`config.mk`:
```
export PLATFORM = sky130hd
export DESIGN_NAME = speed_loop_settings
export DESIGN_NICKNAME = d
export VERILOG_FILES = /design/src/rtl/speed_loop_pkg.sv /design/src/rtl/drive_decode.sv /design/src/rtl/ramp_rate_lut.sv /design/src/rtl/speed_loop_settings.sv
export SDC_FILE = /design/constraint.sdc
export NUM_CORES = 1
export LEC_CHECK = 0
export BUFFER_PORTS_ARGS = -buffer_cell sky130_fd_sc_hd__buf_2
export CAP_MARGIN = 15
export CORE_ASPECT_RATIO = 2
export CORE_MARGIN = 2
export CORE_UTILIZATION = 55
export CTS_CLUSTER_SIZE = 10
export DETAILED_ROUTE_END_ITERATION = 8
export GPL_TIMING_DRIVEN = 0
export HOLD_SLACK_MARGIN = 0.1
export PLACE_DENSITY = 0.84
export SYNTH_ARGS = -nofsm -noshare
export SYNTH_HDL_FRONTEND = slang
export SYNTH_SLANG_ARGS = --single-unit
```
`constraint.sdc`:
```
create_clock -name clk_in -period 6.8 [get_ports clk_in]
set_clock_uncertainty 0.15 [all_clocks]
set_input_delay 1.02 -clock clk_in [delete_from_list [all_inputs] [get_ports clk_in]]
set_output_delay 1.02 -clock clk_in [all_outputs]
set_load 0.01 [all_outputs]
```
`src/rtl/speed_loop_pkg.sv`:
```
// Purpose: shared constants and types for the speed loop settings register
// Assumes: 32-bit AXI4-Lite data, 12-bit byte addresses
// Notes: printed offset is a word index; byte address is four times it
package speed_loop_pkg;
   localparam int ADDR_W = 12;
   localparam logic [ADDR_W-1:0] SETTINGS_A_INDEX = 12'h086;
   localparam logic [ADDR_W-1:0] SETTINGS_A_ADDR = SETTINGS_A_INDEX << 2;
   localparam logic [31:0] SETTINGS_A_RESET = 32'h0000_0000;
   localparam logic [31:0] SETTINGS_A_WMASK = 32'hffff_fffe;
   localparam int PARITY_POS = 31;
   localparam int COMM_LSB = 29;
   localparam int UP_RATE_LSB = 24;
   localparam int DOWN_SRC_POS = 23;
   localparam int DOWN_RATE_LSB = 18;
   localparam int PWM_FREQ_LSB = 13;
   localparam int SIDE_LSB = 11;
   localparam int COMPL_POS = 10;
   localparam int SIGN_POS = 9;
   localparam int MAG_LSB = 1;
   localparam logic [1:0] RESP_OKAY = 2'h0;
   localparam logic [1:0] RESP_SLVERR = 2'h2;
   localparam logic [6:0] PWM_LOW_BASE_KHZ = 7'h05;
   localparam logic [6:0] PWM_HIGH_BASE_KHZ = 7'h19;
   localparam logic [6:0] PWM_HIGH_STEP_KHZ = 7'h05;
   localparam logic [11:0] ANGLE_CENTIDEG_PER_COUNT = 12'h00c;

   typedef enum logic [1:0] {SIDE_HIGH, SIDE_LOW, SIDE_MIXED, SIDE_BAD} switch_side_e;
   typedef enum logic [1:0] {COMM_FIXED, COMM_VARIABLE, COMM_BAD2, COMM_BAD3} comm_width_e;

   typedef struct packed {
      logic [24:0] ramp_up_mvps;
      logic [24:0] ramp_down_mvps;
      logic [6:0] pwm_khz;
      switch_side_e switch_side;
      logic complementary;
      comm_width_e comm_width;
      logic signed [8:0] advance_counts;
      logic signed [12:0] advance_centideg;
      logic config_invalid;
      logic parity;
   } drive_cfg_s;
endpackage : speed_loop_pkg

```
`src/rtl/drive_decode.sv`:
```
// Purpose: decodes switching frequency and signed advance angle
// Assumes: purely combinational
// Notes: angle in 0.12 degree counts and in hundredths of a degree
`timescale 1ns/10ps
`default_nettype none
module drive_decode
(
   input wire logic [4:0] freq_code_in,
   input wire logic sign_in,
   input wire logic [7:0] mag_in,
   output logic [6:0] pwm_khz_out,
   output logic signed [8:0] counts_out,
   output logic signed [12:0] centideg_out
);
   logic [6:0] low_idx;
   logic [11:0] prod;

   always_comb
   begin
      low_idx = {3'h0, freq_code_in[3:0]};
      if (freq_code_in[4])
      begin
         pwm_khz_out = speed_loop_pkg::PWM_HIGH_BASE_KHZ
                       + 7'(low_idx * speed_loop_pkg::PWM_HIGH_STEP_KHZ);
      end
      else
      begin
         pwm_khz_out = speed_loop_pkg::PWM_LOW_BASE_KHZ + low_idx;
      end
      prod = 12'({4'h0, mag_in} * speed_loop_pkg::ANGLE_CENTIDEG_PER_COUNT);
      if (sign_in)
      begin
         counts_out = $signed({1'b0, mag_in});
         centideg_out = $signed({1'b0, prod});
      end
      else
      begin
         counts_out = -$signed({1'b0, mag_in});
         centideg_out = -$signed({1'b0, prod});
      end
   end
endmodule : drive_decode
`default_nettype wire

```
`src/rtl/ramp_rate_lut.sv`:
```
// Purpose: maps a five-bit ramp code to a slew rate in mV/s
// Assumes: purely combinational
// Notes: shared by ramp-up and ramp-down paths
`timescale 1ns/10ps
`default_nettype none
module ramp_rate_lut
(
   input wire logic [4:0] code_in,
   output logic [24:0] mvps_out
);
   always_comb
   begin
      case (code_in)
         5'h00: mvps_out = 25'h0000005;
         5'h01: mvps_out = 25'h000000a;
         5'h02: mvps_out = 25'h0000019;
         5'h03: mvps_out = 25'h0000032;
         5'h04: mvps_out = 25'h0000064;
         5'h05: mvps_out = 25'h00000fa;
         5'h06: mvps_out = 25'h00001f4;
         5'h07: mvps_out = 25'h00003e8;
         5'h08: mvps_out = 25'h00009c4;
         5'h09: mvps_out = 25'h0001388;
         5'h0a: mvps_out = 25'h0001d4c;
         5'h0b: mvps_out = 25'h0002710;
         5'h0c: mvps_out = 25'h00030d4;
         5'h0d: mvps_out = 25'h0003a98;
         5'h0e: mvps_out = 25'h0004e20;
         5'h0f: mvps_out = 25'h0007530;
         5'h10: mvps_out = 25'h0009c40;
         5'h11: mvps_out = 25'h000c350;
         5'h12: mvps_out = 25'h000ea60;
         5'h13: mvps_out = 25'h00124f8;
         5'h14: mvps_out = 25'h00186a0;
         5'h15: mvps_out = 25'h001e848;
         5'h16: mvps_out = 25'h00249f0;
         5'h17: mvps_out = 25'h002ab98;
         5'h18: mvps_out = 25'h0030d40;
         5'h19: mvps_out = 25'h003d090;
         5'h1a: mvps_out = 25'h00493e0;
         5'h1b: mvps_out = 25'h0061a80;
         5'h1c: mvps_out = 25'h007a120;
         5'h1d: mvps_out = 25'h00b71b0;
         5'h1e: mvps_out = 25'h00f4240;
         default: mvps_out = 25'h1f3fc18;
      endcase
   end
endmodule : ramp_rate_lut
`default_nettype wire

```
`src/rtl/speed_loop_settings.sv`:
```
// Purpose: AXI4-Lite settings register for closed-loop drive, with decoded fields
// Assumes: single clock, clk_in 100 MHz, rst_in async active high
// Notes: en_in low freezes all state, bus handshakes included
//
// How it works
// [RULE1] ramp-up code picks rate from table
// [RULE2] bit 23 selects ramp-down rate source
// [RULE3] ramp-down code uses same rate table
// [RULE4] frequency code maps to 5..100 kHz
// [RULE5] side select high, low, mixed; 3 invalid
// [RULE6] bit 10 selects complementary switching
// [RULE7] bit 9 sets advance angle sign
// [RULE8] advance magnitude is 0.12 degree counts
// [RULE9] commutation width fixed or variable; 2,3 invalid
// [RULE10] word at index 86h, resets to zero
// [RULE11] bit 0 reads zero, writes ignored
//
// The placing of the registers and the AXI4-Lite register port were left to the implementer.
`timescale 1ns/10ps
`default_nettype none
module speed_loop_settings
(
   input wire logic clk_in,
   input wire logic rst_in,
   input wire logic en_in,
   input wire logic [11:0] s_axi_awaddr_in,
   input wire logic s_axi_awvalid_in,
   output logic s_axi_awready_out,
   input wire logic [31:0] s_axi_wdata_in,
   input wire logic [3:0] s_axi_wstrb_in,
   input wire logic s_axi_wvalid_in,
   output logic s_axi_wready_out,
   output logic [1:0] s_axi_bresp_out,
   output logic s_axi_bvalid_out,
   input wire logic s_axi_bready_in,
   input wire logic [11:0] s_axi_araddr_in,
   input wire logic s_axi_arvalid_in,
   output logic s_axi_arready_out,
   output logic [31:0] s_axi_rdata_out,
   output logic [1:0] s_axi_rresp_out,
   output logic s_axi_rvalid_out,
   input wire logic s_axi_rready_in,
   output var speed_loop_pkg::drive_cfg_s cfg_out
);
   logic aw_held_r, aw_held_nxt, w_held_r, w_held_nxt;
   logic [11:0] awaddr_r, awaddr_nxt;
   logic [31:0] wdata_r, wdata_nxt;
   logic [3:0] wstrb_r, wstrb_nxt;
   logic awready_nxt, wready_nxt, bvalid_nxt, arready_nxt, rvalid_nxt;
   logic [1:0] bresp_nxt, rresp_nxt;
   logic [31:0] rdata_nxt;
   logic [31:0] settings_r, settings_nxt;
   logic [31:0] merged;
   logic aw_take, w_take, ar_take, wr_commit, wr_hit, rd_hit;
   speed_loop_pkg::drive_cfg_s cfg_nxt;
   logic [24:0] up_mvps, down_mvps;
   logic [6:0] pwm_khz;
   logic signed [8:0] adv_counts;
   logic signed [12:0] adv_centideg;

   // byte lanes merge write data over the held word
   genvar g;
   generate
      for (g = 0; g < 4; g++)
      begin : lane
         assign merged[8*g +: 8] = wstrb_r[g] ? wdata_r[8*g +: 8] : settings_r[8*g +: 8];
      end
   endgenerate

   assign aw_take = s_axi_awvalid_in && s_axi_awready_out;
   assign w_take = s_axi_wvalid_in && s_axi_wready_out;
   assign ar_take = s_axi_arvalid_in && s_axi_arready_out;
   assign wr_commit = aw_held_r && w_held_r && !s_axi_bvalid_out;
   assign wr_hit = awaddr_r[11:2] == speed_loop_pkg::SETTINGS_A_ADDR[11:2];
   assign rd_hit = s_axi_araddr_in[11:2] == speed_loop_pkg::SETTINGS_A_ADDR[11:2];

   always_comb
   begin
      aw_held_nxt = aw_held_r;
      w_held_nxt = w_held_r;
      awaddr_nxt = awaddr_r;
      wdata_nxt = wdata_r;
      wstrb_nxt = wstrb_r;
      bvalid_nxt = s_axi_bvalid_out;
      bresp_nxt = s_axi_bresp_out;
      rvalid_nxt = s_axi_rvalid_out;
      rdata_nxt = s_axi_rdata_out;
      rresp_nxt = s_axi_rresp_out;
      settings_nxt = settings_r;
      if (aw_take)
      begin
         aw_held_nxt = 1'b1;
         awaddr_nxt = s_axi_awaddr_in;
      end
      if (w_take)
      begin
         w_held_nxt = 1'b1;
         wdata_nxt = s_axi_wdata_in;
         wstrb_nxt = s_axi_wstrb_in;
      end
      if (s_axi_bvalid_out && s_axi_bready_in)
      begin
         bvalid_nxt = 1'b0;
      end
      if (wr_commit)
      begin
         aw_held_nxt = 1'b0;
         w_held_nxt = 1'b0;
         bvalid_nxt = 1'b1;
         if (wr_hit)
         begin
            settings_nxt = merged & speed_loop_pkg::SETTINGS_A_WMASK; // see [RULE11]
            bresp_nxt = speed_loop_pkg::RESP_OKAY;
         end
         else
         begin
            bresp_nxt = speed_loop_pkg::RESP_SLVERR;
         end
      end
      awready_nxt = !aw_held_nxt && !bvalid_nxt;
      wready_nxt = !w_held_nxt && !bvalid_nxt;
      if (s_axi_rvalid_out && s_axi_rready_in)
      begin
         rvalid_nxt = 1'b0;
      end
      if (ar_take)
      begin
         rvalid_nxt = 1'b1;
         if (rd_hit)
         begin
            rdata_nxt = settings_r & speed_loop_pkg::SETTINGS_A_WMASK; // see [RULE10]
            rresp_nxt = speed_loop_pkg::RESP_OKAY;
         end
         else
         begin
            rdata_nxt = 32'h0000_0000;
            rresp_nxt = speed_loop_pkg::RESP_SLVERR;
         end
      end
      arready_nxt = !rvalid_nxt;
   end

   ramp_rate_lut up_lut
   (
      .code_in(settings_r[speed_loop_pkg::UP_RATE_LSB +: 5]), // see [RULE1]
      .mvps_out(up_mvps)
   );

   ramp_rate_lut down_lut
   (
      .code_in(settings_r[speed_loop_pkg::DOWN_RATE_LSB +: 5]), // see [RULE3]
      .mvps_out(down_mvps)
   );

   drive_decode drv
   (
      .freq_code_in(settings_r[speed_loop_pkg::PWM_FREQ_LSB +: 5]), // see [RULE4]
      .sign_in(settings_r[speed_loop_pkg::SIGN_POS]), // see [RULE7]
      .mag_in(settings_r[speed_loop_pkg::MAG_LSB +: 8]), // see [RULE8]
      .pwm_khz_out(pwm_khz),
      .counts_out(adv_counts),
      .centideg_out(adv_centideg)
   );

   always_comb
   begin
      cfg_nxt.ramp_up_mvps = up_mvps;
      cfg_nxt.ramp_down_mvps = settings_r[speed_loop_pkg::DOWN_SRC_POS] ? up_mvps
                                                                      : down_mvps; // see [RULE2]
      cfg_nxt.pwm_khz = pwm_khz;
      cfg_nxt.switch_side = speed_loop_pkg::switch_side_e'(
                               settings_r[speed_loop_pkg::SIDE_LSB +: 2]); // see [RULE5]
      cfg_nxt.complementary = settings_r[speed_loop_pkg::COMPL_POS]; // see [RULE6]
      cfg_nxt.comm_width = speed_loop_pkg::comm_width_e'(
                              settings_r[speed_loop_pkg::COMM_LSB +: 2]); // see [RULE9]
      cfg_nxt.advance_counts = adv_counts;
      cfg_nxt.advance_centideg = adv_centideg;
      cfg_nxt.config_invalid = (settings_r[speed_loop_pkg::SIDE_LSB +: 2] == 2'h3)
                               || settings_r[speed_loop_pkg::COMM_LSB + 1]; // see [RULE5] [RULE9]
      cfg_nxt.parity = settings_r[speed_loop_pkg::PARITY_POS];
   end

   always_ff @(posedge clk_in or posedge rst_in)
   begin
      if (rst_in)
      begin
         aw_held_r <= 1'b0;
         w_held_r <= 1'b0;
         awaddr_r <= 12'h000;
         wdata_r <= 32'h0000_0000;
         wstrb_r <= 4'h0;
         s_axi_awready_out <= 1'b0;
         s_axi_wready_out <= 1'b0;
         s_axi_bvalid_out <= 1'b0;
         s_axi_bresp_out <= 2'h0;
         s_axi_arready_out <= 1'b0;
         s_axi_rvalid_out <= 1'b0;
         s_axi_rdata_out <= 32'h0000_0000;
         s_axi_rresp_out <= 2'h0;
         settings_r <= speed_loop_pkg::SETTINGS_A_RESET; // see [RULE10]
         cfg_out <= '0;
      end
      else if (en_in)
      begin
         aw_held_r <= aw_held_nxt;
         w_held_r <= w_held_nxt;
         awaddr_r <= awaddr_nxt;
         wdata_r <= wdata_nxt;
         wstrb_r <= wstrb_nxt;
         s_axi_awready_out <= awready_nxt;
         s_axi_wready_out <= wready_nxt;
         s_axi_bvalid_out <= bvalid_nxt;
         s_axi_bresp_out <= bresp_nxt;
         s_axi_arready_out <= arready_nxt;
         s_axi_rvalid_out <= rvalid_nxt;
         s_axi_rdata_out <= rdata_nxt;
         s_axi_rresp_out <= rresp_nxt;
         settings_r <= settings_nxt;
         cfg_out <= cfg_nxt;
      end
   end
endmodule : speed_loop_settings
`default_nettype wire

```
==> results.tsv <==
metric	value	unit
R2R cell count	8	
layout cells sized above 1	0.304	
Arrival @ worst endpoint	3.26	ns
Synth top area share	0.486	
CP Capture Type	flop	
HP Start	wdata_r[1]	
Leakage	0.00573	uW
Max stage delay on crit path	0.57	ns
Clock transition at path regs	0.08	ns
# setup viols final	0	
post-route cell area	11700	um2
busiest grt layer	met2	
final core utilization	0.664	
RR Startpoint	settings_r[3]	
worst-skew pair later-pin latency	0.44	ns
Mapped Cells	926	
vertical die dimension	193	um
Period minus WS final	3.11	ns
Post-synth ARST share	1.00	
total inserted antenna cells	0	
All-Layer GR Usage	0.292	
Post-synth top cells	191 x dfrtp_1, 97 x mux2_2, 80 x nor2_1, 76 x a21oi_1, 51 x clkbuf_1	
DRT iter0 DRCs	481	
Ys Warns	0	
pwr/cell area	250	nW/um2
final period utilization	0.458	
Final Hold Viols	0	
initial antenna violation count	0	
largest net degree at the start of global routing	102	
kind of start point of the critical path	flop	
Residual DRC	0	
Peak supply drop	0.289	mV
number of synthesized flops with an enable pin	0	
Relative slew margins	0.484	
most numerous cell in the Yosys netlist	dfrtp_1	
CTS tree	built	
Post-Syn Area	9830	um2
met2 usage	0.471	
Placement Cell Area	11100	um2
Slew @ Worst Pin	0.775	ns
total core area	17600	um2
Root Buffer	clkbuf_16	
WL/cell	20.6	um
Hold Path End	settings_r[1]	
placed cells	1327	
CP Buf/Inv Count	1	
row cnt	69	
Slew Viols, Final	0	
vias per cell	6.07	
Fillers	1404	
Die ar.	19000	um2
reg2reg end	cfg_out[14]	
I/O Buffers	183	
CP delay by family, top	simple AND/OR/NAND/NOR gates	
post-cts gate resize count	0	
DRT antenna net count	0	
Layout area overhead	19.0	%
GP Congestion	0.940	
register area	4780	um2
met3 Usage GRT	0.0584	
#FFs+latches synth	191	
setup tns final	0	ns
worst-path cell chain	inv_1, ha_1, a21oi_2, o2111a_1, or4_4, or4_1, nor2_1, o31ai_1	
Area contributors post-synth	dfrtp_1 49%, mux2_2 11%, ha_1 4.1%	
gr ovfl total	0	
max-cap violations	0	
status	finished, final reports clean	
Die X	98.6	um
Initial Util	0.558	
vias	8244	
FMAX	321	MHz
Setup CP Type	reg2reg	
multi-input logic area	4540	um2
met1 track demand over resource	0.390	
Slowest cell on crit path	dfrtp_1	
clk sinks	191	
Final Instance Count excl. Fillers	1359	
Final Net Count	1235	
placed wire-length estimate	20600	um
H-tree depth	4	
Crit path required time	6.95	ns
drt pass-1 iters	5	
post-CTS setup buffers	0	
CTS Hold Bufs	0	
sequential fraction of the synthesis area	0.486	
vias in the first global route	8204	
cell taking the most area after synthesis	dfrtp_1	
Cell variety after synth	74	
ys flop type	dfrtp_1	
RSZ-0062 raised after global routing	false	
Hold Path Cell Cnt	1	
Syn Area/Cell	10.6	um2
# IOs	195	
CTS max path bufs	2	
TritonCTS buffer count	17	
worst reg-to-reg setup slack	3.69	ns
Worst Hold Class	reg2reg	
crit path max fanout	7	
first-pass GRT wire length	43600	um
routed wire length	28100	um
## logic make-up (layout without fill, tap and decap cells)
kind of cell | count (synthesis) | count (layout) | synth area share
simple gates | 206 | 206 | 0.101
compound gates | 241 | 241 | 0.163
xor+xnor | 29 | 29 | 0.0258
buf+inv | 114 | 330 | 0.0538
mux | 110 | 110 | 0.125
other cells | 1 | 5 | 0.000381
fa+ha+maj | 34 | 34 | 0.0448
flops | 191 | 191 | 0.486
## layout by cell type, fill, tap and decap left out, types with 7 or more instances in the layout
cell / instances
a21oi_1: 76
buf_2: 184
nand2_1: 44
xor2_1: 10
nand3_1: 14
mux2_2: 97
buf_4: 15
buf_1: 7
nor2b_1: 14
mux2i_1: 8
a31oi_1: 12
xnor2_1: 19
a21o_1: 9
clkbuf_16: 17
a211oi_1: 15
nand2b_1: 10
dfrtp_1: 191
nor2_1: 80
inv_1: 35
ha_1: 32
nor3_1: 15
clkbuf_1: 51
o21ai_0: 43
a22o_1: 35
## routing by layer
metal	vias to the layer above	wire (um)
li1	3710	-
met1	4087	11500
met2	389	13400
met3	58	2140
met4	0	942
met5	-	0
## cell type report
cell class	instances	share of cell area
clock buffer	17	0.0364
buffer	77	0.0334
clock inverter	15	0.0180
multi-input combinational	625	0.388
inverter	37	0.0125
timing repair buffer	184	0.0806
tap	213	0.0228
sequential	191	0.408
## registers in the layout, indices dropped and copies added (netlist names)
register           count
cfg_out               75
s_axi_rdata_out       31
settings_r            31
wdata_r               31
awaddr_r              10
wstrb_r                4
aw_held_r              1
s_axi_arready_out      1
s_axi_awready_out      1
s_axi_bresp_out        1
s_axi_bvalid_out       1
s_axi_rresp_out        1
s_axi_rvalid_out       1
s_axi_wready_out       1
w_held_r               1
## power by group
| part | internal, uW | switching (uW) |
|---|---|---|
| combinational | 226 | 215 |
| clock | 541 | 519 |
| sequential | 1320 | 105 |
| total | 2080 | 839 |
## worst max-delay path by stage
stage                              from            end  slack [ns]  cells after the start
after floorplan                  rst_in      aw_held_r        0.43                      1
after global placement           rst_in    cfg_out[79]       -1.32                      2
after detailed placement          en_in  settings_r[9]        3.25                      7
after CTS                 settings_r[2]    cfg_out[14]        3.69                      8
after global routing      settings_r[5]    cfg_out[14]        3.61                      8
final                     settings_r[3]    cfg_out[14]        3.69                      8
## worst reg2reg max path: stages (launching register included)
cell and delay [ns]:
dfrtp_1 0.57, inv_1 0.15, ha_1 0.42, a21oi_2 0.11
o2111a_1 0.26, or4_4 0.57, or4_1 0.49, nor2_1 0.17
o31ai_1 0.09
## stage by stage
step                worst slack, ns  total power [uW]  hold WS (ns)
floorplan                     0.431              1720         0.302
global placement              -1.32              1840         0.309
detailed placement             3.25              1880         0.319
CTS                            3.69              2930         0.335
global route                   3.61              3030         0.351
finish                         3.69              2920         0.327
Note: power is estimated with default switching activity, not from simulation.
